[src/rtl/isc_regs.svh]
// Constants for the two-wire bus interface host controller
`ifndef ISC_REGS_SVH
`define ISC_REGS_SVH
// ---------------------------------------------------------------------
// Device register indices on its own register port
// ---------------------------------------------------------------------
`define ISC_DV_CR1 3'h0
`define ISC_DV_CR2 3'h1
`define ISC_DV_SR2 3'h2
`define ISC_DV_DBR 3'h3
`define ISC_DV_OAR 3'h4
// Bit positions shared by command and status registers
`define ISC_B_MST 7
`define ISC_B_TRX 6
`define ISC_B_BB 5
`define ISC_B_PIN 4
`define ISC_B_AL 3
`define ISC_B_AAS 2
`define ISC_B_AD0 1
`define ISC_B_LRB 0
// Command register values, dummy data byte and zero own address
`define ISC_CR2_STOP 8'hd0
`define ISC_CR2_PIN 8'h10
`define ISC_DUMMY 8'h00
`define ISC_ZERO_ADDR 8'h00
// ---------------------------------------------------------------------
// Host registers on the software port
// ---------------------------------------------------------------------
`define ISC_R_CTRL 4'h0
`define ISC_R_SR 4'h1
`define ISC_R_EV 4'h2
`define ISC_R_MASK 4'h3
`define ISC_R_TX 4'h4
`define ISC_R_RX 4'h5
`define ISC_R_OAR 4'h6
`define ISC_R_CR1 4'h7
`define ISC_R_STATE 4'h8
// Control bits: 0..2 are go strobes, 3..4 stored modes
`define ISC_C_STOP 0
`define ISC_C_RST 1
`define ISC_C_OAR 2
`define ISC_C_FAST 3
`define ISC_C_MRX 4
// Event bits
`define ISC_E_SVC 0
`define ISC_E_RX 1
`define ISC_E_STOP 2
`define ISC_E_RST 3
`define ISC_E_ERR 4
`define ISC_NEV 5
// ---------------------------------------------------------------------
// Timing
// ---------------------------------------------------------------------
`define ISC_CLK_MHZ 200
`define ISC_TSU_STD_NS 4700
`define ISC_TSU_FAST_NS 600
`define ISC_TSU_STD_CYC ((`ISC_TSU_STD_NS*`ISC_CLK_MHZ+999)/1000)
`define ISC_TSU_FAST_CYC ((`ISC_TSU_FAST_NS*`ISC_CLK_MHZ+999)/1000)
`endif

[src/rtl/isc_pkg.sv]
// Types shared by the two-wire bus host controller
package isc_pkg;
    // Sequencer states
    typedef enum logic [3:0] {
        ST_IDLE = 4'h0,
        ST_SR_ISSUE = 4'h1,
        ST_SR_TAKE = 4'h2,
        ST_CR1 = 4'h3,
        ST_DB_ISSUE = 4'h4,
        ST_DB_TAKE = 4'h5,
        ST_DB_WR = 4'h6,
        ST_CR2_WR = 4'h7,
        ST_SETUP = 4'h8,
        ST_OAR_WR = 4'h9
    } isc_state_t;
    // Operation in progress
    typedef enum logic [1:0] {
        OP_SVC = 2'h0,
        OP_STOP = 2'h1,
        OP_RST = 2'h2
    } isc_op_t;
    // One access on the device register port
    typedef struct packed {
        logic wr;
        logic rd;
        logic [2:0] addr;
        logic [7:0] wdata;
    } isc_dev_req_t;
endpackage

[src/rtl/isc_host.sv]
// Host controller that services the two-wire bus interface registers
//
// Implementation choices: the register offsets and the address-and-strobe port.
`timescale 1ns/1ps
`default_nettype none
`include "isc_regs.svh"
module isc_host #(
    parameter int TSU_STD_CYC = `ISC_TSU_STD_CYC,
    parameter int TSU_FAST_CYC = `ISC_TSU_FAST_CYC
) (
    input wire logic mclk,
    input wire logic srst,
    input wire logic [3:0] cpu_addr,
    input wire logic [7:0] cpu_wdata,
    input wire logic cpu_wr,
    input wire logic cpu_rd,
    output logic [7:0] cpu_rdata,
    output logic irq,
    output isc_pkg::isc_dev_req_t dv_req,
    input wire logic [7:0] dv_rdata,
    input wire logic dv_irq,
    input wire logic scl_pin
);
    // ------------------------------------------------------------------
    // Declarations
    // ------------------------------------------------------------------
    isc_pkg::isc_state_t st_q, st_d; // Sequencer
    isc_pkg::isc_op_t op_q, op_d; // Operation in flight
    isc_pkg::isc_dev_req_t req_q, req_d; // Device port access
    logic pha_q, pha_d; // Stop requested / restart phase
    logic txw_q, txw_d; // Data write carries transmit byte
    logic rxp_q, rxp_d; // Receive path after count load
    logic [`ISC_NEV-1:0] ev_q, ev_d, mask_q; // Sticky events and mask
    logic [7:0] tx_q, rx_q, oar_q, cr1_q, sr_q; // Software images
    logic fast_q, mrx_q; // Stored modes
    logic irq_q, irq_prev_q, pend_q; // Interrupt handling
    logic scl_m_q, scl_s_q; // Clock pin synchroniser
    logic [15:0] cnt_q; // Setup wait counter
    logic [15:0] need; // Setup wait length
    logic [7:0] rdata_q;
    logic ctrl_wr;

    // True when an access writes the given device register
    function automatic logic hits(isc_pkg::isc_dev_req_t r, logic [2:0] a);
        hits = r.wr && (r.addr == a);
    endfunction

    assign ctrl_wr = cpu_wr && (cpu_addr == `ISC_R_CTRL);
    assign need = fast_q ? 16'(TSU_FAST_CYC) : 16'(TSU_STD_CYC);
    assign cpu_rdata = rdata_q;
    assign irq = irq_q;
    assign dv_req = req_q;

    // ------------------------------------------------------------------
    // Pin synchroniser and interrupt edge
    // ------------------------------------------------------------------
    // Clock line is asynchronous to mclk; only the second stage is read
    always_ff @(posedge mclk)
    begin
        if (srst)
        begin
            scl_m_q <= 1'b1;
            scl_s_q <= 1'b1;
        end
        else
        begin
            scl_m_q <= scl_pin;
            scl_s_q <= scl_m_q;
        end
    end

    // Device interrupt stays high until serviced, so take its rising
    // edge; a new edge in the take cycle survives the clear
    always_ff @(posedge mclk)
    begin
        if (srst)
        begin
            irq_prev_q <= 1'b0;
            pend_q <= 1'b0;
        end
        else
        begin
            irq_prev_q <= dv_irq;
            if (dv_irq && !irq_prev_q)
                pend_q <= 1'b1;
            else if (st_q == isc_pkg::ST_IDLE)
                pend_q <= 1'b0;
        end
    end

    // ------------------------------------------------------------------
    // Sequencer next state
    // ------------------------------------------------------------------
    always_comb
    begin
        st_d = st_q;
        op_d = op_q;
        pha_d = pha_q;
        txw_d = txw_q;
        rxp_d = rxp_q;
        ev_d = '0;
        case (st_q)
            isc_pkg::ST_IDLE:
            begin
                // Device service first, then software commands
                pha_d = 1'b0;
                if (pend_q)
                begin
                    op_d = isc_pkg::OP_SVC;
                    st_d = isc_pkg::ST_SR_ISSUE;
                end
                else if (ctrl_wr && cpu_wdata[`ISC_C_STOP])
                begin
                    op_d = isc_pkg::OP_STOP;
                    st_d = isc_pkg::ST_SR_ISSUE;
                end
                else if (ctrl_wr && cpu_wdata[`ISC_C_RST])
                begin
                    op_d = isc_pkg::OP_RST;
                    st_d = isc_pkg::ST_CR2_WR;
                end
                else if (ctrl_wr && cpu_wdata[`ISC_C_OAR])
                begin
                    // Zero would make a start byte look like a match
                    if (oar_q == `ISC_ZERO_ADDR)
                        ev_d[`ISC_E_ERR] = 1'b1;
                    else
                        st_d = isc_pkg::ST_OAR_WR;
                end
            end
            isc_pkg::ST_SR_ISSUE:
                st_d = isc_pkg::ST_SR_TAKE;
            isc_pkg::ST_SR_TAKE:
            begin
                // Status word is on dv_rdata in this cycle
                case (op_q)
                    isc_pkg::OP_SVC:
                    begin
                        if (dv_rdata[`ISC_B_MST])
                        begin
                            // Master mode is left to software
                            ev_d[`ISC_E_SVC] = 1'b1;
                            st_d = isc_pkg::ST_IDLE;
                        end
                        else if (dv_rdata[`ISC_B_TRX])
                        begin
                            if (!dv_rdata[`ISC_B_AAS] &&
                                dv_rdata[`ISC_B_LRB])
                                st_d = isc_pkg::ST_CR2_WR;
                            else
                            begin
                                txw_d = 1'b1;
                                rxp_d = 1'b0;
                                st_d = isc_pkg::ST_CR1;
                            end
                        end
                        else if (dv_rdata[`ISC_B_AL] ||
                                 dv_rdata[`ISC_B_AAS])
                        begin
                            txw_d = 1'b0;
                            st_d = isc_pkg::ST_DB_WR;
                        end
                        else
                        begin
                            txw_d = 1'b0;
                            rxp_d = 1'b1;
                            st_d = isc_pkg::ST_CR1;
                        end
                    end
                    isc_pkg::OP_STOP:
                    begin
                        if (!pha_q)
                        begin
                            // A stop is only legal while the bus is busy
                            if (dv_rdata[`ISC_B_BB])
                                st_d = isc_pkg::ST_CR2_WR;
                            else
                            begin
                                ev_d[`ISC_E_ERR] = 1'b1;
                                st_d = isc_pkg::ST_IDLE;
                            end
                        end
                        else if (!dv_rdata[`ISC_B_BB])
                        begin
                            ev_d[`ISC_E_STOP] = 1'b1;
                            st_d = isc_pkg::ST_IDLE;
                        end
                        else
                            st_d = isc_pkg::ST_SR_ISSUE;
                    end
                    default:
                    begin
                        // Restart: busy low first, then line free
                        if (!pha_q)
                        begin
                            if (!dv_rdata[`ISC_B_BB])
                                pha_d = 1'b1;
                            st_d = isc_pkg::ST_SR_ISSUE;
                        end
                        else if (mrx_q ? scl_s_q : dv_rdata[`ISC_B_LRB])
                            st_d = isc_pkg::ST_SETUP;
                        else
                            st_d = isc_pkg::ST_SR_ISSUE;
                    end
                endcase
            end
            isc_pkg::ST_CR1:
                st_d = rxp_q ? isc_pkg::ST_DB_ISSUE : isc_pkg::ST_DB_WR;
            isc_pkg::ST_DB_ISSUE:
                st_d = isc_pkg::ST_DB_TAKE;
            isc_pkg::ST_DB_TAKE:
            begin
                ev_d[`ISC_E_RX] = 1'b1;
                st_d = isc_pkg::ST_DB_WR;
            end
            isc_pkg::ST_DB_WR:
            begin
                ev_d[`ISC_E_SVC] = 1'b1;
                st_d = isc_pkg::ST_IDLE;
            end
            isc_pkg::ST_CR2_WR:
            begin
                if (op_q == isc_pkg::OP_SVC)
                begin
                    ev_d[`ISC_E_SVC] = 1'b1;
                    st_d = isc_pkg::ST_IDLE;
                end
                else
                begin
                    pha_d = (op_q == isc_pkg::OP_STOP);
                    st_d = isc_pkg::ST_SR_ISSUE;
                end
            end
            isc_pkg::ST_SETUP:
            begin
                // Repeated-start setup wait, then software may start
                if (cnt_q >= need - 16'h0001)
                begin
                    ev_d[`ISC_E_RST] = 1'b1;
                    st_d = isc_pkg::ST_IDLE;
                end
            end
            isc_pkg::ST_OAR_WR:
                st_d = isc_pkg::ST_IDLE;
            default:
                st_d = isc_pkg::ST_IDLE;
        endcase
    end

    // ------------------------------------------------------------------
    // Device port access for the state being entered
    // ------------------------------------------------------------------
    always_comb
    begin
        req_d = '0;
        case (st_d)
            isc_pkg::ST_SR_ISSUE:
            begin
                req_d.rd = 1'b1;
                req_d.addr = `ISC_DV_SR2;
            end
            isc_pkg::ST_CR1:
            begin
                req_d.wr = 1'b1;
                req_d.addr = `ISC_DV_CR1;
                req_d.wdata = cr1_q;
            end
            isc_pkg::ST_DB_ISSUE:
            begin
                req_d.rd = 1'b1;
                req_d.addr = `ISC_DV_DBR;
            end
            isc_pkg::ST_DB_WR:
            begin
                req_d.wr = 1'b1;
                req_d.addr = `ISC_DV_DBR;
                req_d.wdata = txw_d ? tx_q : `ISC_DUMMY;
            end
            isc_pkg::ST_CR2_WR:
            begin
                // One write holds the whole stop or release pattern
                req_d.wr = 1'b1;
                req_d.addr = `ISC_DV_CR2;
                req_d.wdata = (op_d == isc_pkg::OP_STOP) ?
                    `ISC_CR2_STOP : `ISC_CR2_PIN;
            end
            isc_pkg::ST_OAR_WR:
            begin
                req_d.wr = 1'b1;
                req_d.addr = `ISC_DV_OAR;
                req_d.wdata = oar_q;
            end
            default:
                req_d = '0;
        endcase
    end

    // ------------------------------------------------------------------
    // Sequencer registers
    // ------------------------------------------------------------------
    always_ff @(posedge mclk)
    begin
        if (srst)
        begin
            st_q <= isc_pkg::ST_IDLE;
            op_q <= isc_pkg::OP_SVC;
            pha_q <= 1'b0;
            txw_q <= 1'b0;
            rxp_q <= 1'b0;
            req_q <= '0;
        end
        else
        begin
            st_q <= st_d;
            op_q <= op_d;
            pha_q <= pha_d;
            txw_q <= txw_d;
            rxp_q <= rxp_d;
            req_q <= req_d;
        end
    end

    // Setup counter runs only inside the wait state
    always_ff @(posedge mclk)
    begin
        if (srst || st_q != isc_pkg::ST_SETUP)
            cnt_q <= 16'h0000;
        else
            cnt_q <= cnt_q + 16'h0001;
    end

    // Captured device words
    always_ff @(posedge mclk)
    begin
        if (srst)
        begin
            sr_q <= 8'h00;
            rx_q <= 8'h00;
        end
        else
        begin
            if (st_q == isc_pkg::ST_SR_TAKE)
                sr_q <= dv_rdata;
            if (st_q == isc_pkg::ST_DB_TAKE)
                rx_q <= dv_rdata;
        end
    end

    // ------------------------------------------------------------------
    // Software registers, events and interrupt
    // ------------------------------------------------------------------
    always_ff @(posedge mclk)
    begin
        if (srst)
        begin
            tx_q <= 8'h00;
            oar_q <= 8'h00;
            cr1_q <= 8'h00;
            mask_q <= '0;
            fast_q <= 1'b0;
            mrx_q <= 1'b0;
        end
        else if (cpu_wr)
        begin
            case (cpu_addr)
                `ISC_R_CTRL:
                begin
                    fast_q <= cpu_wdata[`ISC_C_FAST];
                    mrx_q <= cpu_wdata[`ISC_C_MRX];
                end
                `ISC_R_MASK: mask_q <= cpu_wdata[`ISC_NEV-1:0];
                `ISC_R_TX: tx_q <= cpu_wdata;
                `ISC_R_OAR: oar_q <= cpu_wdata;
                `ISC_R_CR1: cr1_q <= cpu_wdata;
                default: ;
            endcase
        end
    end

    // Sticky events: a set in the clearing cycle wins
    always_ff @(posedge mclk)
    begin
        if (srst)
        begin
            ev_q <= '0;
            irq_q <= 1'b0;
        end
        else
        begin
            if (cpu_wr && cpu_addr == `ISC_R_EV)
                ev_q <= (ev_q & ~cpu_wdata[`ISC_NEV-1:0]) | ev_d;
            else
                ev_q <= ev_q | ev_d;
            irq_q <= |(ev_q & mask_q);
        end
    end

    // Read data stands only in the cycle after the strobe
    always_ff @(posedge mclk)
    begin
        if (srst || !cpu_rd)
            rdata_q <= 8'h00;
        else
        begin
            case (cpu_addr)
                `ISC_R_CTRL: rdata_q <= {3'h0, mrx_q, fast_q, 3'h0};
                `ISC_R_SR: rdata_q <= sr_q;
                `ISC_R_EV: rdata_q <= 8'(ev_q);
                `ISC_R_MASK: rdata_q <= 8'(mask_q);
                `ISC_R_TX: rdata_q <= tx_q;
                `ISC_R_RX: rdata_q <= rx_q;
                `ISC_R_OAR: rdata_q <= oar_q;
                `ISC_R_CR1: rdata_q <= cr1_q;
                `ISC_R_STATE: rdata_q <= {4'h0, st_q};
                default: rdata_q <= 8'h00;
            endcase
        end
    end
endmodule
`default_nettype wire

[config.mk]
export PLATFORM = sky130hd
export DESIGN_NAME = isc_host
export DESIGN_NICKNAME = d
export VERILOG_FILES = /design/src/rtl/isc_pkg.sv /design/src/rtl/isc_host.sv
export VERILOG_INCLUDE_DIRS = /design/src /design/src/rtl
export SDC_FILE = /design/constraint.sdc
export NUM_CORES = 1
export LEC_CHECK = 0
export ABC_AREA = 1
export BUFFER_PORTS_ARGS = -buffer_cell sky130_fd_sc_hd__buf_2
export CORE_AREA = 3 3 72 142
export CTS_CLUSTER_DIAMETER = 60
export DETAILED_ROUTE_END_ITERATION = 8
export DIE_AREA = 0 0 75 145
export PLACE_DENSITY = 0.73
export SYNTH_ARGS = -nofsm -noshare
export SYNTH_HDL_FRONTEND = slang
export SYNTH_SLANG_ARGS = --single-unit
[constraint.sdc]
create_clock -name mclk -period 1.8 [get_ports mclk]
set_clock_uncertainty 0.05 [all_clocks]
set_input_delay 0.36 -clock mclk [delete_from_list [all_inputs] [get_ports mclk]]
set_output_delay 0.36 -clock mclk [all_outputs]
set_load 0.02 [all_outputs]
# == After elaboration in Yosys (flattened, before gate mapping) ==
# Index checks and enable logic that the tools add are counted.
# totals
reg_bits,103
elab_cells,160
output_inout_bits,22
# op_classes
bitwise_logic,6
reduce_logical,31
n_lt_le_gt_ge,1
mux,66
n_eq_ne,29
n_addsub,2
# ops
cell,count
8-bit one-hot mux with 9 select lines,1
4-bit by 3-bit == test with 1-bit output (second input constant),11
4-bit two-way mux,11
1-bit two-way mux,35
4-bit one-hot mux with 8 select lines,1
8-bit one-hot mux with 4 select lines,1
4-bit by 2-bit == test with 1-bit output (second input constant),5
16-bit by 1-bit adder with 16-bit output (second input constant),1
16-bit >= comparator,1
8-bit two-way mux,2
4-bit by 1-bit == test with 1-bit output (second input constant),3
4-bit == test (second input constant),3
3-bit one-hot mux with 4 select lines,1
10-bit by 1-bit subtractor with 11-bit output (second input constant),1
5-bit bitwise AND,2
10-bit two-way mux,1
2-bit two-way mux,5
5-bit OR,2
2-bit AND reduction,5
3-bit two-way mux,3
4-bit zero test,2
8-bit zero test,1
2-bit inequality test (second input constant),4
4-bit one-hot mux with 2 select lines,1
other kinds (18),32

# == Depth between registers and ports, before layout ==
# depth
ltp_word,11
mapped_depth,15

# == Worst setup path before layout ==
# No wires, ideal clock.
# synth_path
kind,flip-flop to flip-flop
startpoint,reg cnt_q[0]
endpoint,reg cnt_q[14]
n_path_buf,0
required_time_ns,1.635
path_stages_with_launch,14
slack_ns,0.015
arrival_ns,1.620
synth_period_minus_slack_ns,1.785
path_cell_list,dfxtp_1 > ha_1 > nand2_1 > inv_1 > nand2_1 > nor2_1 > nand2_1 > nor2_1 > nand2_1 > nor3_1 > nand2_1 > nor2_1 > nand2_1 > and3_1
# synth_via
elab_chain_len,1
# synth_lines
item,line,rtl
from (decl),isc_host.sv:38,logic [15:0] cnt_q;
from (signal assigned),isc_host.sv:329,cnt_q <= cnt_q + 16'h0001;
16-bit by 1-bit adder with 16-bit output,isc_host.sv:329,
# Every way passes these cells.
# A chain may end at the register's enable or synchronous reset.

# == Final worst setup path ==
# layout_path
startpoint,reg cnt_q[1]
endpoint,reg cnt_q[14]
# The elaborated chain is that of the path after synthesis.

==> summary.txt <==
Status
  • Status: complete, but fails checks
  • Violated checks: setup timing

Critical path
  • Slowest CP cell: dfxtp_2
  • R2r endpoint: cnt_q[14]$_SDFF_PP0_
  • CP Class: reg2reg
  • Worst r2r src: cnt_q[1]$_SDFF_PP0_
  • WP data arrival: between 2000 and 2500 ps
  • Critical Path Start Type: flip-flop
  • Slowest stage delay, CP: 360 ps
  • Worst R2R Path Depth: 13
  • Cells along the critical path: ha_4 > nand2_2 > inv_2 > nand2_4 > nor2_4 > nand2_2 > nor2_4 > nand2_4 > nor3_4 > nand2_2 > nor2_2 > nand2_1 > and3_1
  • Crit Path Max Fanout: 4
  • Worst path most repeated cell: nand2_2
  • CP endpoint kind: flip-flop
  • Worst path bufs/invs: 1
  • Top cell family by delay on the critical path: simple AND/OR/NAND/NOR gates
  • R2R setup slack: -100 ps
  • Worst EP required: between 1500 and 2000 ps

Logic synthesis
  • Area contributors post-synth: dfxtp_1 42%, nand2_1 11%, nor2_1 7.8%
  • Most numerous cell in the Yosys netlist: nand2_1
  • EDFF count, synth: 0
  • Sequential area share after synthesis: 0.4214
  • Warnings, synthesis: 0
  • Top_reg_cell synth: dfxtp_1
  • Netlist Area Pre-Place: 4893 µm²
  • Ys async rst share: 0
  • Cell taking the most area after synthesis: dfxtp_1
  • Yosys reg bits: between 100 and 150
  • Syn avg cell area: between 6 and 7 µm²
  • Syn Inst Count: just over 700
  • Commonest cells in the synthesized netlist: 138 x nand2_1, 103 x dfxtp_1, 102 x nor2_1, 87 x inv_1, 68 x o21ai_0
  • Cell variety after synth: 39
  • Mapped Nets: roughly 740
  • Top-area cell type share of the netlist area: 0.4214

Placed design
  • Gpl congestion: about 1
  • Dpl cells: about 930
  • Hpwl dp: between 10 and 15 mm
  • IO buf count: 47
  • DP Area: 5884 µm²

Min path
  • Worst Hold Depth: 2
  • Hold Path Origin: scl_pin
  • Min-Delay Path Class: in2reg
  • Endpoint, Worst Hold: scl_m_q$_SDFF_PP1_

Global routing
  • Met3 Usage GRT: 0.06519
  • Global-route usage over all layers: 0.3232
  • Met2 GRT Util: 0.5651
  • First-pass GRT wire length: ~27 mm
  • M1 GR Usage: 0.3018
  • Largest net degree at the start of global routing: 27
  • Number of global-route vias before repair: about 5,600
  • Antenna violations before repair: 0
  • Most used routing layer: met2
  • Global route overflow: 0

Power
  • Max IR drop VDD: about 1.5 mV
  • Power consumption: slightly above 8 mW
  • Pwr dens: 1164 nW/µm²
  • Static Leak: about 3.1 nW

STA
  • Max-slew headroom: 0.5845
  • Final Hold Vio Count: 0
  • Setup TNS: -640.1 ps
  • Least-Margin Pin Slew: between 600 and 700 ps
  • Final WS setup: -100.8 ps
  • # setup viols final: 13
  • FMAX: approximately 0.53 GHz
  • Slew Viols, Final: 0
  • RSZ-0062 raised after global routing: yes
  • Final period util: 1.056
  • Minimum clock period: ~1900 ps

Clock tree
  • Worst-path clk slew: ~70 ps
  • Clock Latency Late Sink: between 300 and 400 ps
  • Root Buffer: clkbuf_16
  • Clock sink count: 103
  • H-tree depth: 3
  • CTS tree: built
  • CTS Buf Count: 9
  • Clock tree buffer depth: 2

Die
  • CORE AREA: between 9000 and 10,000 µm²
  • Die height: approximately 150 µm
  • FP Rows: 50
  • # IOs: 48
  • Die W: roughly 75 µm
  • Die ar.: roughly 11,000 µm²
  • Starting Density: 0.5250

Route
  • DRT Pass-1 Iters: 6
  • Via Count: 5,608
  • Initial DRC count: about 470
  • ANT nets after route: 0
  • DR vias/cell: 5.711
  • DRC viols: 0
  • Average wire per standard cell: 18.14 µm
  • Routed WL: roughly 18 mm

Finish
  • Antenna Cells: 0
  • Post-Layout Cell Count: a little under 1,000
  • Final instance area: roughly 7000 µm²
  • Layout area overhead: 43.19%
  • Share of layout cells above drive strength 1: 0.3679
  • Nets: approximately 910

Job
  • Max-cap violations: 0
## final cells by class
| cell class | count | area (µm²) |
|---|---|---|
| flip-flops and latches | 103 | 2097 |
| inverters | 92 | 355.3 |
| repair buffers | 172 | 1212 |
| clock buffers | 11 | 252.7 |
| fillers | 693 | 2315 |
| clock inverters | 4 | 77.57 |
| well taps | 104 | 130.1 |
| multi-input cells | 496 | 2882 |
## how the worst max path moves through the flow
stage / start / endpoint / slack [ps] / cells past startpoint
floorplan: cnt_q[0]$_SDFF_PP0_ / cnt_q[14]$_SDFF_PP0_ / 10 / 13
global placement: cpu_addr[1] / cpu_rdata[7]$_SDFF_PP0_ / -170 / 9
detailed placement: fast_q$_SDFFE_PP0N_ / dv_req[10]$_SDFF_PP0_ / -220 / 10
CTS: cnt_q[0]$_SDFF_PP0_ / cnt_q[14]$_SDFF_PP0_ / -80 / 13
global route: cnt_q[1]$_SDFF_PP0_ / cnt_q[14]$_SDFF_PP0_ / -220 / 13
finish: cnt_q[1]$_SDFF_PP0_ / cnt_q[14]$_SDFF_PP0_ / -100 / 13
## power breakdown
part	internal [mW]	total (mW)	switching, mW	leakage, nW
clock network	1.29	2.16	0.868	0.162
registers	2.50	2.69	0.185	0.843
logic	1.48	3.31	1.83	2.14
## layout by cell type (no fill, tap or decap), types with 3 or more instances in the layout
cell type	netlist	routed
or2_2	4	4
dfxtp_1	103	87
a221oi_1	3	3
nor2_2	5	18
nand3_2	0	6
inv_2	4	11
dfxtp_2	0	10
nand3_4	1	4
buf_4	0	117
clkbuf_16	0	9
inv_1	87	77
buf_6	1	7
inv_4	0	4
buf_2	4	47
a31oi_1	4	4
nor2_1	102	78
a21oi_2	2	5
nor3_1	10	7
o22ai_1	5	5
o21ai_0	68	63
nand4_1	12	12
nor2_4	5	16
nand2_2	5	24
o21ai_1	0	3
a21oi_1	61	57
nand2_4	2	12
dfxtp_4	0	6
nand2_1	138	110
nand3_1	38	29
ha_4	0	6
## registers in the layout, summed over array words and instances, names as in the netlist, 2 cells and up
name	count
cnt_q	16
dv_req	13
cpu_rdata	8
cr1_q	8
oar_q	8
rx_q	8
sr_q	8
tx_q	8
ev_q	5
mask_q	5
st_q	4
op_q	2
## per-layer routing
| metal | vias up | wire [µm] |
|---|---|---|
| met3 | 123 | 1018 |
| met2 | 258 | 9177 |
| met1 | 2582 | 5731 |
| li1 | 2645 | - |
| met4 | 0 | 1889 |
| met5 | - | 0 |
## through the flow
step / utilization / hold slack, ps / worst slack [ps]
finish: 0.7517 / 138.7 / -100.8
detailed placement: 0.6313 / 347.1 / -220.5
CTS: 0.6993 / 135.4 / -78.32
global placement: 0.6313 / 343.7 / -174.1
floorplan: - / 339.5 / 14.96
global route: 0.7517 / 134.9 / -223.7
## logic make-up after synthesis
group,share of synthesized area
fa+ha+maj,0.02046
flops,0.4214
compound gates,0.1741
simple gates,0.2971
buf+inv,0.08693
## timing repair
| action | CTS | global route |
|---|---|---|
| gates resized for setup | 61 | 96 |
| pin swaps | 20 | 71 |
| endpoints found under the setup margin | 19 | 28 |
| hold buffers | 0 | 0 |
| cloned | 2 | 0 |
| setup buffers | 9 | 22 |
Power figures use the tool's default switching activity.
